**src/design/phy_power_mode_regs.vh**
```
// Register offsets, field positions, reset values and timing counts of the power mode block.
// What this block does
// - Power-saving runs when its enable bit is one, auto-negotiation is on and no link exists.
// - Power-saving turns off every transceiver part but the transmitter, energy detector, PLL and digital core.
// - The power-saving enable reads zero after reset until software writes it.
// - Energy-detect power-down is enabled by a zero in its bit and acts only with autoneg on and no link.
// - With the PLL-off bit set, energy-detect power-down also stops the PLL.
// - During energy-detect power-down link pulses keep going out at a programmable interval.
// - Energy-detect power-down is disabled after reset.
// - Writing one to the power-down bit disables everything but the management interface.
// - Writing the power-down bit back to zero leaves power-down.
// - Writing one to the slow-oscillator bit drops the clock input and selects the slow oscillator.
// - Slow oscillator plus power-down is the lowest state with only management alive.
`ifndef PHY_POWER_MODE_REGS_VH
`define PHY_POWER_MODE_REGS_VH
`define REG_BASIC_CTRL 5'h00
`define REG_PLL_CTRL 5'h10
`define REG_OSC_CTRL 5'h11
`define REG_ENERGY_DETECT_POWERDOWN_CTRL 5'h18
`define REG_PHY_CTRL2 5'h1F
`define REG_PULSE_GAP 5'h14
`define REG_PWR_STATUS 5'h15
`define BIT_SOFT_RESET 15
`define BIT_AUTONEG_EN 12
`define BIT_POWER_DOWN 11
`define BIT_PLL_OFF 4
`define BIT_SLOW_OSC 5
`define BIT_ENERGY_DETECT_POWERDOWN_DIS 11
`define BIT_PWR_SAVE 10
`define RST_BASIC_CTRL 16'h1000
`define RST_PLL_CTRL 16'h0000
`define RST_OSC_CTRL 16'h0000
`define RST_ENERGY_DETECT_POWERDOWN_CTRL 16'h0800
`define RST_PHY_CTRL2 16'h0000
`define RST_PULSE_GAP 16'h0028
`define PULSE_TICK_NS 1000
`define CLK_PERIOD_NS 25
`define PULSE_TICK_CYC (`PULSE_TICK_NS / `CLK_PERIOD_NS)
`define PULSE_WIDTH_CYC 4
`define SRST_HOLD_CYC 8
`endif

```
**src/design/phy_power_mode_control.v**
```verilog
// Power mode control of the transceiver with an Avalon-MM register port.
//
// Local design decisions: the address map and the Avalon-MM interface to the registers.
`timescale 1ns/100ps
`include "phy_power_mode_regs.vh"
module phy_power_mode_control (
  input wire i_clk_sys,
  input wire i_rst_b,
  input wire [4:0] i_address,
  input wire i_read,
  input wire i_write,
  input wire [31:0] i_writedata,
  input wire [3:0] i_byteenable,
  output reg [31:0] o_readdata,
  output wire o_waitrequest,
  input wire i_link_up,
  input wire i_energy_detect,
  output reg o_rx_blocks_en,
  output reg o_tx_en,
  output reg o_energy_det_en,
  output reg o_pll_en,
  output reg o_digital_en,
  output reg o_slow_osc_sel,
  output reg o_crystal_clock_input_en,
  output reg o_link_pulse,
  output reg o_soft_reset
);
  localparam [4:0] ST_NORMAL = 5'h01;
  localparam [4:0] ST_PWR_SAVE = 5'h02;
  localparam [4:0] ST_ENERGY_DETECT_POWERDOWN = 5'h04;
  localparam [4:0] ST_POWER_DOWN = 5'h08;
  localparam [4:0] ST_RESET = 5'h10;
  localparam integer TICK_CYC_I = `PULSE_TICK_CYC;
  localparam integer PULSE_W_I = `PULSE_WIDTH_CYC;
  localparam integer SRST_W_I = `SRST_HOLD_CYC;
  localparam [15:0] TICK_CYC = TICK_CYC_I[15:0];
  localparam [3:0] PULSE_W = PULSE_W_I[3:0];
  localparam [3:0] SRST_W = SRST_W_I[3:0];

  reg [15:0] basic_ctrl_q;
  reg [15:0] pll_ctrl_q;
  reg [15:0] osc_ctrl_q;
  reg [15:0] energy_detect_powerdown_ctrl_q;
  reg [15:0] phy_ctrl2_q;
  reg [15:0] pulse_gap_q;
  reg [4:0] state_q;
  reg [4:0] state_d;
  reg wait_q;
  reg [15:0] tick_cnt_q;
  reg [3:0] pulse_cnt_q;
  reg [3:0] srst_cnt_q;
  reg [15:0] wmask;
  reg [15:0] rd_mux;
  reg rx_en_d;
  reg tx_en_d;
  reg ed_en_d;
  reg pll_en_d;
  reg dig_en_d;
  wire access;
  wire wr_go;
  wire rd_go;
  wire autoneg_on;
  wire no_link;
  wire wake;
  wire save_req;
  wire energy_detect_powerdown_req;
  wire tick_1us;
  wire in_energy_detect_powerdown;

  // One wait cycle per access keeps the answer registered and predictable.
  assign access = i_read | i_write;
  assign o_waitrequest = access & ~wait_q;
  assign wr_go = i_write & wait_q;
  // Read data are captured in the waiting cycle so that they stand at the completing edge.
  assign rd_go = i_read & ~wait_q;

  always @* begin
    wmask = {{8{i_byteenable[1]}}, {8{i_byteenable[0]}}};
  end

  always @(posedge i_clk_sys or negedge i_rst_b) begin
    if (!i_rst_b) begin
      wait_q <= 1'b0;
    end else begin
      wait_q <= access & ~wait_q;
    end
  end

  function [15:0] merge;
    input [15:0] old_v;
    input [15:0] new_v;
    input [15:0] m;
    begin
      merge = (old_v & ~m) | (new_v & m);
    end
  endfunction

  // Software reset restores every mode bit; the reset bit itself self-clears.
  always @(posedge i_clk_sys or negedge i_rst_b) begin
    if (!i_rst_b) begin
      basic_ctrl_q <= `RST_BASIC_CTRL;
      pll_ctrl_q <= `RST_PLL_CTRL;
      osc_ctrl_q <= `RST_OSC_CTRL;
      energy_detect_powerdown_ctrl_q <= `RST_ENERGY_DETECT_POWERDOWN_CTRL;
      phy_ctrl2_q <= `RST_PHY_CTRL2;
      pulse_gap_q <= `RST_PULSE_GAP;
    end else if (state_q == ST_RESET && srst_cnt_q == SRST_W) begin
      basic_ctrl_q <= `RST_BASIC_CTRL;
      pll_ctrl_q <= `RST_PLL_CTRL;
      osc_ctrl_q <= `RST_OSC_CTRL;
      energy_detect_powerdown_ctrl_q <= `RST_ENERGY_DETECT_POWERDOWN_CTRL;
      phy_ctrl2_q <= `RST_PHY_CTRL2;
      pulse_gap_q <= `RST_PULSE_GAP;
    end else if (wr_go) begin
      case (i_address)
        `REG_BASIC_CTRL: basic_ctrl_q <= merge(basic_ctrl_q, i_writedata[15:0], wmask);
        `REG_PLL_CTRL: pll_ctrl_q <= merge(pll_ctrl_q, i_writedata[15:0], wmask);
        `REG_OSC_CTRL: osc_ctrl_q <= merge(osc_ctrl_q, i_writedata[15:0], wmask);
        `REG_ENERGY_DETECT_POWERDOWN_CTRL: energy_detect_powerdown_ctrl_q <= merge(energy_detect_powerdown_ctrl_q, i_writedata[15:0], wmask);
        `REG_PHY_CTRL2: phy_ctrl2_q <= merge(phy_ctrl2_q, i_writedata[15:0], wmask);
        `REG_PULSE_GAP: pulse_gap_q <= merge(pulse_gap_q, i_writedata[15:0], wmask);
        default: pulse_gap_q <= pulse_gap_q;
      endcase
    end
  end

  always @* begin
    case (i_address)
      `REG_BASIC_CTRL: rd_mux = basic_ctrl_q;
      `REG_PLL_CTRL: rd_mux = pll_ctrl_q;
      `REG_OSC_CTRL: rd_mux = osc_ctrl_q;
      `REG_ENERGY_DETECT_POWERDOWN_CTRL: rd_mux = energy_detect_powerdown_ctrl_q;
      `REG_PHY_CTRL2: rd_mux = phy_ctrl2_q;
      `REG_PULSE_GAP: rd_mux = pulse_gap_q;
      `REG_PWR_STATUS: rd_mux = {9'h000, i_energy_detect, i_link_up, state_q};
      default: rd_mux = 16'h0000;
    endcase
  end

  always @(posedge i_clk_sys or negedge i_rst_b) begin
    if (!i_rst_b) begin
      o_readdata <= 32'h00000000;
    end else if (rd_go) begin
      o_readdata <= {16'h0000, rd_mux};
    end
  end

  assign autoneg_on = basic_ctrl_q[`BIT_AUTONEG_EN];
  assign no_link = ~i_link_up;
  assign wake = i_energy_detect | i_link_up;
  assign save_req = phy_ctrl2_q[`BIT_PWR_SAVE] & autoneg_on & no_link;
  assign energy_detect_powerdown_req = ~energy_detect_powerdown_ctrl_q[`BIT_ENERGY_DETECT_POWERDOWN_DIS] & autoneg_on & no_link;

  // Power-down outranks both cable-driven modes; ENERGY_DETECT_POWERDOWN outranks power-saving.
  always @* begin
    state_d = state_q;
    case (state_q)
      ST_NORMAL: begin
        if (basic_ctrl_q[`BIT_POWER_DOWN]) begin
          state_d = ST_POWER_DOWN;
        end else if (energy_detect_powerdown_req & ~wake) begin
          state_d = ST_ENERGY_DETECT_POWERDOWN;
        end else if (save_req & ~wake) begin
          state_d = ST_PWR_SAVE;
        end
      end
      ST_PWR_SAVE, ST_ENERGY_DETECT_POWERDOWN: begin
        if (basic_ctrl_q[`BIT_POWER_DOWN]) begin
          state_d = ST_POWER_DOWN;
        end else if (wake | ~(energy_detect_powerdown_req | save_req)) begin
          state_d = ST_NORMAL;
        end else if (energy_detect_powerdown_req) begin
          state_d = ST_ENERGY_DETECT_POWERDOWN;
        end else begin
          state_d = ST_PWR_SAVE;
        end
      end
      ST_POWER_DOWN: begin
        if (!basic_ctrl_q[`BIT_POWER_DOWN]) begin
          state_d = ST_NORMAL;
        end
      end
      ST_RESET: begin
        if (srst_cnt_q == SRST_W) begin
          state_d = ST_NORMAL;
        end
      end
      default: state_d = ST_NORMAL;
    endcase
    if (basic_ctrl_q[`BIT_SOFT_RESET] && state_q != ST_RESET) begin
      state_d = ST_RESET;
    end
  end

  always @(posedge i_clk_sys or negedge i_rst_b) begin
    if (!i_rst_b) begin
      state_q <= ST_NORMAL;
      srst_cnt_q <= 4'h0;
    end else begin
      state_q <= state_d;
      if (state_q == ST_RESET) begin
        srst_cnt_q <= srst_cnt_q + 4'h1;
      end else begin
        srst_cnt_q <= 4'h0;
      end
    end
  end

  assign in_energy_detect_powerdown = (state_q == ST_ENERGY_DETECT_POWERDOWN);

  pulse_divider #(.WIDTH(16)) u_tick (
    .i_clk_sys(i_clk_sys),
    .i_rst_b(i_rst_b),
    .i_run(in_energy_detect_powerdown),
    .i_period(TICK_CYC - 16'h0001),
    .o_tick(tick_1us)
  );

  // Interval of pulse_gap_q + 1 microseconds; a longer gap saves more power.
  always @(posedge i_clk_sys or negedge i_rst_b) begin
    if (!i_rst_b) begin
      tick_cnt_q <= 16'h0000;
      pulse_cnt_q <= 4'h0;
      o_link_pulse <= 1'b0;
    end else if (!in_energy_detect_powerdown) begin
      tick_cnt_q <= 16'h0000;
      pulse_cnt_q <= 4'h0;
      o_link_pulse <= 1'b0;
    end else begin
      if (tick_1us) begin
        if (tick_cnt_q >= pulse_gap_q) begin
          tick_cnt_q <= 16'h0000;
          pulse_cnt_q <= PULSE_W;
        end else begin
          tick_cnt_q <= tick_cnt_q + 16'h0001;
        end
      end else if (pulse_cnt_q != 4'h0) begin
        pulse_cnt_q <= pulse_cnt_q - 4'h1;
      end
      // A wake cuts a pulse short: nothing may go out once the receive side is back,
      // so the pulse follows the next state rather than the current one.
      o_link_pulse <= (pulse_cnt_q != 4'h0) && (state_d == ST_ENERGY_DETECT_POWERDOWN);
    end
  end

  // Enable pattern of each mode, taken from the next state so that the
  // enables switch at the same edge as the mode itself.
  always @* begin
    rx_en_d = 1'b1;
    tx_en_d = 1'b1;
    ed_en_d = 1'b1;
    pll_en_d = 1'b1;
    dig_en_d = 1'b1;
    case (state_d)
      ST_NORMAL: begin
        rx_en_d = 1'b1;
      end
      ST_RESET: begin
        // The receive side stays powered so that it restarts from a known state.
        rx_en_d = 1'b1;
      end
      ST_PWR_SAVE: begin
        rx_en_d = 1'b0;
      end
      ST_ENERGY_DETECT_POWERDOWN: begin
        rx_en_d = 1'b0;
        pll_en_d = ~pll_ctrl_q[`BIT_PLL_OFF];
      end
      ST_POWER_DOWN: begin
        // Only the register port stays alive, whichever clock is selected.
        rx_en_d = 1'b0;
        tx_en_d = 1'b0;
        ed_en_d = 1'b0;
        pll_en_d = 1'b0;
        dig_en_d = 1'b0;
      end
      default: begin
        rx_en_d = 1'b1;
      end
    endcase
  end

  always @(posedge i_clk_sys or negedge i_rst_b) begin
    if (!i_rst_b) begin
      o_rx_blocks_en <= 1'b1;
      o_tx_en <= 1'b1;
      o_energy_det_en <= 1'b1;
      o_pll_en <= 1'b1;
      o_digital_en <= 1'b1;
      o_slow_osc_sel <= 1'b0;
      o_crystal_clock_input_en <= 1'b1;
      o_soft_reset <= 1'b0;
    end else begin
      o_rx_blocks_en <= rx_en_d;
      o_tx_en <= tx_en_d;
      o_energy_det_en <= ed_en_d;
      o_pll_en <= pll_en_d;
      o_digital_en <= dig_en_d;
      o_slow_osc_sel <= osc_ctrl_q[`BIT_SLOW_OSC];
      o_crystal_clock_input_en <= ~osc_ctrl_q[`BIT_SLOW_OSC];
      o_soft_reset <= (state_d == ST_RESET);
    end
  end
endmodule

```
**src/design/pulse_divider.v**
```verilog
// Programmable divider that emits a one-cycle enable every period.
`timescale 1ns/100ps
module pulse_divider #(
  parameter WIDTH = 16
) (
  input wire i_clk_sys,
  input wire i_rst_b,
  input wire i_run,
  input wire [WIDTH-1:0] i_period,
  output reg o_tick
);
  reg [WIDTH-1:0] count_q;

  always @(posedge i_clk_sys or negedge i_rst_b) begin
    if (!i_rst_b) begin
      count_q <= {WIDTH{1'b0}};
      o_tick <= 1'b0;
    end else if (!i_run) begin
      count_q <= {WIDTH{1'b0}};
      o_tick <= 1'b0;
    end else if (count_q >= i_period) begin
      count_q <= {WIDTH{1'b0}};
      o_tick <= 1'b1;
    end else begin
      count_q <= count_q + {{(WIDTH-1){1'b0}}, 1'b1};
      o_tick <= 1'b0;
    end
  end
endmodule

```
**config.mk**
```make
export PLATFORM = sky130hd
export DESIGN_NAME = phy_power_mode_control
export DESIGN_NICKNAME = d
export VERILOG_FILES = /design/src/design/phy_power_mode_control.v /design/src/design/pulse_divider.v
export VERILOG_INCLUDE_DIRS = /design/src /design/src/design
export SDC_FILE = /design/constraint.sdc
export NUM_CORES = 1
export LEC_CHECK = 0
export ABC_AREA = 0
export ABC_CLOCK_PERIOD_IN_PS = 2700
export BUFFER_PORTS_ARGS = -buffer_cell sky130_fd_sc_hd__buf_2
export CORE_MARGIN = 1
export CORE_UTILIZATION = 25
export DETAILED_ROUTE_END_ITERATION = 12
export GPL_TIMING_DRIVEN = 1
export PLACE_DENSITY_LB_ADDON = 0.25
export RECOVER_POWER = 50
export SYNTH_ARGS = -nofsm -noshare
export SYNTH_HDL_FRONTEND = slang
export SYNTH_SLANG_ARGS = --single-unit
```
**constraint.sdc**
```tcl
create_clock -name i_clk_sys -period 2.7 [get_ports i_clk_sys]
set_input_delay 0.27 -clock i_clk_sys [delete_from_list [all_inputs] [get_ports i_clk_sys]]
set_output_delay 0.27 -clock i_clk_sys [all_outputs]
set_load 0.02 [all_outputs]
```
Word level (Yosys, flattened, before mapping). Index checks and enable logic that the tools add are counted.

Register bits after elaboration: 166. Bits of input ports: 47. Output and inout bits: 42.

Add/subtract/negate cells: 4. Magnitude comparators: 2. Equal/unequal tests: 20. Mux-type cells: 45. Bitwise operators: 34. Reductions and logical operators: 21.

Operator list (number): 16-bit two-way mux (23); 16-bit bitwise AND (7); 16-bit one-hot mux with 7 select lines (1); 16-bit OR (6); 5-bit equality test, second input constant (8); 16-bit by 1-bit adder with 16-bit output, second input constant (2); 5-bit two-way mux (6); 4-bit two-way mux (6); 5-bit one-hot mux with 4 select lines (1); 16-bit greater-or-equal comparator (1); 16-bit by 6-bit greater-or-equal comparator with 1-bit output, second input constant (1); 16-bit inverter (1); 2-bit AND reduction (7); 2-bit nonzero test (7); 5-bit by 2-bit equality test with 1-bit output, second input constant (2); 5-bit by 3-bit equality test with 1-bit output, second input constant (2); 5-bit by 4-bit equality test with 1-bit output, second input constant (2); 1-bit bitwise AND (9); 1-bit inverter (7); 3-bit two-way mux (2); 3-bit inequality test, second input constant (2); 5-bit by 1-bit equality test with 1-bit output, second input constant (1); 5-bit zero test (1); 1-bit two-way mux (5); other kinds (11) (16).

Longest topological paths before layout.
Depth in word-level cells: 13. Gate-level depth with buffers: 9.

Cells and area by module. Synthesis repeated with hierarchy kept, for this count alone.

Cell total of the unflattened synthesis: 953. Area, all modules: 8719.6 um^2.

Modules (own cells, without submodules): phy_power_mode_control (times used 1, cells each 822, area each 7472.2 um^2, seq. area each 3739.8 um^2); pulse_divider (times used 1, cells each 131, area each 1247.4 um^2, seq. area each 425.4 um^2).

Least setup slack after synthesis. OpenSTA, ideal clock, no wires.

Path type: reg2reg. From: register pulse_gap_q[13]. To: register tick_cnt_q[14]. Library setup time: 83 ps. Arrival time: 2273 ps. Setup slack: 345 ps. Cell stages (with the launch flop): 10. Buffers on the path: 1. Period minus slack after synthesis: 2355 ps. Cell sequence: dfrtp_1 > inv_1 > ha_1 > a211oi_1 > nor2_1 > or3_4 > or4b_4 > buf_6 > or3_1 > o21ai_0.

Word-level cells in the longest chain between the ends: 4.

RTL lines: start, declared (line phy_power_mode_control.v:45) `reg [15:0] pulse_gap_q;`; start signal, assigned (line phy_power_mode_control.v:106) `` pulse_gap_q <= `RST_PULSE_GAP; ``; start signal, assigned (line phy_power_mode_control.v:113) `` pulse_gap_q <= `RST_PULSE_GAP; ``; start signal, assigned (line phy_power_mode_control.v:121) `` `REG_PULSE_GAP: pulse_gap_q <= merge(pulse_gap_q, i_writedata[15:0], wmask); ``; 16-bit greater-or-equal comparator (line phy_power_mode_control.v:231) `if (tick_cnt_q >= pulse_gap_q) begin`; 16-bit two-way mux (line phy_power_mode_control.v:231); 16-bit two-way mux (line phy_power_mode_control.v:230) `if (tick_1us) begin`; 16-bit two-way mux (line phy_power_mode_control.v:225) `end else if (!in_energy_detect_powerdown) begin`; end signal, assigned (line phy_power_mode_control.v:235) `tick_cnt_q <= tick_cnt_q + 16'h0001;`; end, declared (line phy_power_mode_control.v:49) `reg [15:0] tick_cnt_q;`.

Every way passes these cells. The select of a mux whose other input is x is not followed. A chain may end at the register's enable or synchronous reset.

Final worst setup path.
From: register pulse_gap_q[13]. To: register tick_cnt_q[12].

Same word-level chain as after synthesis.

==> results.json <==
{
  "async_reset_ff_share_pct": 100,
  "finalCriticalPeriod_ns": 2.53,
  "worst_setup_path_start_kind": "flop",
  "critPathSlowestCell": "or4b_4",
  "firstDrtPassIters": 5,
  "clock-skew-final_ns": 0.0111,
  "hold_viol": 0,
  "ir_drop_v": 0.000417,
  "min_path_cells": 3,
  "synth_most_common_cell": "nand2_1",
  "diodes": 0,
  "synth_ff_type": "dfrtp_1",
  "groute.layer.met1.usage_pct": 20.2,
  "worstSkewPairLatency_ns": 0.43,
  "dieWidth_um": 181,
  "cpPeakStageDelay_ns": 0.61,
  "synth_common_cells": "nand2_1 (168), dfrtp_1 (157), a21oi_1 (105)",
  "clock-sinks": 166,
  "end_kind": "flop",
  "crit_buf_inv": 1,
  "maxSlewViolCount": 0,
  "combinationalPowerShare_pct": 10.2,
  "fin_nets": 1004,
  "use_met3_pct": 2.42,
  "timing.rr.end": "tick_cnt_q[12]",
  "cp-startpoint": "pulse_gap_q[13]",
  "core_sq_um": 31500,
  "reg2reg_depth": 8,
  "grt_pass1_wl_mm": 36.6,
  "crit_fanout": 10,
  "ioPinCount": 89,
  "p_total_uw": 5780,
  "p_leak_uw": 0.00423,
  "placed_cell_area_sq_um": 8880,
  "hp-class": "in -> reg",
  "setup_viol": 0,
  "yosys.area.top_type": "dfrtp_1",
  "clkPwrFrac_pct": 41.4,
  "first_global_vias": 6331,
  "path_clk_slew_ns": 0.07,
  "status": "complete, no violations",
  "placedCellCount": 1317,
  "clock-root-buffer": "clkbuf_16",
  "initial_core_util_pct": 25.4,
  "yosysTopAreaCellShare_pct": 49.2,
  "cp.depth": 8,
  "drtIter0Drc": 506,
  "r2r_start": "pulse_gap_q[13]",
  "design_area_sq_um": 9460,
  "drive_gt1_share_pct": 14.1,
  "critPathCapture": "tick_cnt_q[12]",
  "power.switching_uw": 1550,
  "cp.arrival_ns": 2.88,
  "yosys_warnings": 0,
  "synthCells": 869,
  "fp.dieH_um": 181,
  "p_int_uw": 4230,
  "rsz0062_at_grt": "false",
  "synth_area_sq_um": 7980,
  "postCtsSetupRepairBufs": 0,
  "clockBufferDepth": 2,
  "fin_crit_sh_pct": 93.8,
  "fin_setup_tns_ns": 0,
  "syn2layout_area_growth_pct": 18.4,
  "top_usage_layer": "met2",
  "drt_wl_total_mm": 23.0,
  "drc": 0,
  "power_density_nw_per_um2": 611,
  "grt_max_degree": 79,
  "cts_htree_levels": 4,
  "grtUsageTotal_pct": 14.4,
  "die-area_sq_um": 32600,
  "cp_cell_sequence": "inv_1 > ha_1 > a211oi_2 > nor2_1 > or3_4 > or4b_4 > or3_1 > o21ai_0",
  "slew_headroom_pct": 12.3,
  "regToRegSetupSlack_ns": 0.17,
  "placementRows": 65,
  "yosys-top-cells-area": "dfrtp_1 (49%), nand2_1 (7.9%), a21oi_1 (6.6%), nand3_1 (4.8%), a22oi_1 (3.9%)",
  "syn_area_per_cell_sq_um": 9.19,
  "dpl.hpwl_mm": 15.2,
  "seq_area_frac_synth_pct": 52.2,
  "path_class": "reg -> reg",
  "cts_tree": "yes",
  "cts_buffers": 17,
  "routed_via_density": 4.88,
  "cpLargestDelayFamily": "simple AND/OR/NAND/NOR gates",
  "route.vias.total": 6599,
  "grt_remaining_overflow": 0,
  "routedWlPerCell_um": 17.0,
  "p_sw_share_pct": 26.9,
  "final_cells": 1351,
  "grt_use_met2_pct": 22.6,
  "port-buffer-count": 54,
  "seqPwrFrac_pct": 48.3,
  "worstMarginPinSlew_ns": 1.31,
  "yosys_register_bits": 166,
  "fin_util_pct": 30.0,
  "synth_edf_count": 0,
  "ys_types": 51,
  "drtAntennaViolNets": 0,
  "gp_congestion": 0.753,
  "cap_violations": 0,
  "antenna_found_initial": 1,
  "fmaxAchievable_mhz": 395,
  "critical_path_required_ns": 3.05
}
==> worst min-delay path by stage <==
stage                                from  slack, ns          endpoint
after detailed placement          i_rst_b       0.22      o_link_pulse
final                             i_write       0.12            wait_q
after CTS                         i_write       0.11            wait_q
after floorplan                   i_rst_b      -0.03   basic_ctrl_q[0]
after global routing      i_writedata[14]       0.12  basic_ctrl_q[14]
after global placement            i_rst_b       0.22      o_link_pulse
==> worst register-to-register path: stages, from the launching register on <==
cell and delay [ns]:
dfrtp_1 0.39, inv_1 0.07, ha_1 0.32, a211oi_2 0.19, nor2_1 0.08, or3_4 0.36
or4b_4 0.61, or3_1 0.36, o21ai_0 0.08
==> registers in the layout (all words and copies together) (netlist names), 4 cells and up <==
signal / count
basic_ctrl_q: 16
energy_detect_powerdown_ctrl_q: 16
o_readdata: 16
osc_ctrl_q: 16
phy_ctrl2_q: 16
pll_ctrl_q: 16
pulse_gap_q: 16
tick_cnt_q: 16
u_tick.count_q: 16
state_q: 5
pulse_cnt_q: 4
srst_cnt_q: 4
==> layout by cell type (no fill, tap or decap), drive strengths merged, types with 22 or more instances in the layout <==
master,count
inv,33
nor2,39
clkbuf,31
buf,78
nand3,77
a22oi,41
conb,26
a21oi,105
a21o,22
dfrtp,157
nand2,168
==> power groups by stage <==
| stage | logic [uW] | registers [uW] | clock network, uW |
|---|---|---|---|
| after floorplan | 353 | 2830 | 0 |
| after global placement | 593 | 2840 | 0 |
| after detailed placement | 598 | 2840 | 0 |
| after CTS | 604 | 2790 | 2470 |
| after global routing | 669 | 2810 | 2560 |
| final | 590 | 2790 | 2400 |
==> repair_timing <==
item,in CTS,in global routing
gates resized for setup,0,3
hold buffers,1,0
endpoints found under the setup margin,0,11
endpoints found under the hold margin,31,0
==> per-stage QoR <==
| stage | hold slack [ns] | worst slack [ns] |
|---|---|---|
| after global routing | 0.123 | 0.0245 |
| after global placement | 0.216 | 0.140 |
| after floorplan | -0.0256 | 0.345 |
| after CTS | 0.107 | 0.0916 |
| final | 0.122 | 0.168 |
| after detailed placement | 0.215 | 0.119 |
==> cell type report <==
cell class	count	area, sq um
fill	3320	22000
tap	402	503
inverter	31	116
multi-input combinational	633	3510
clock inverter	9	91.3
timing repair buffer	87	589
sequential	166	4170
clock buffer	23	478
==> routing by layer <==
| metal | share of wire (%) | wire [um] |
|---|---|---|
| met5 | 0.057 | 13 |
| met3 | 3.1 | 713 |
| met2 | 47 | 10800 |
| met4 | 1.5 | 354 |
| met1 | 48 | 11100 |
==> cells by family (layout without fill, tap and decap cells) <==
kind of cell	after synthesis	in the layout	share of synthesized area (%)
AOI/OAI and AO/OA	229	229	17.8
and+or+nand+nor	345	346	19.8
buffers and inverters	96	150	5.66
adders and majority gates	21	21	3.29
DFF	166	166	52.2
xor gates and xnor gates	11	11	1.21
other	1	26	0.0470
Note: power is estimated with default switching activity, not from simulation.
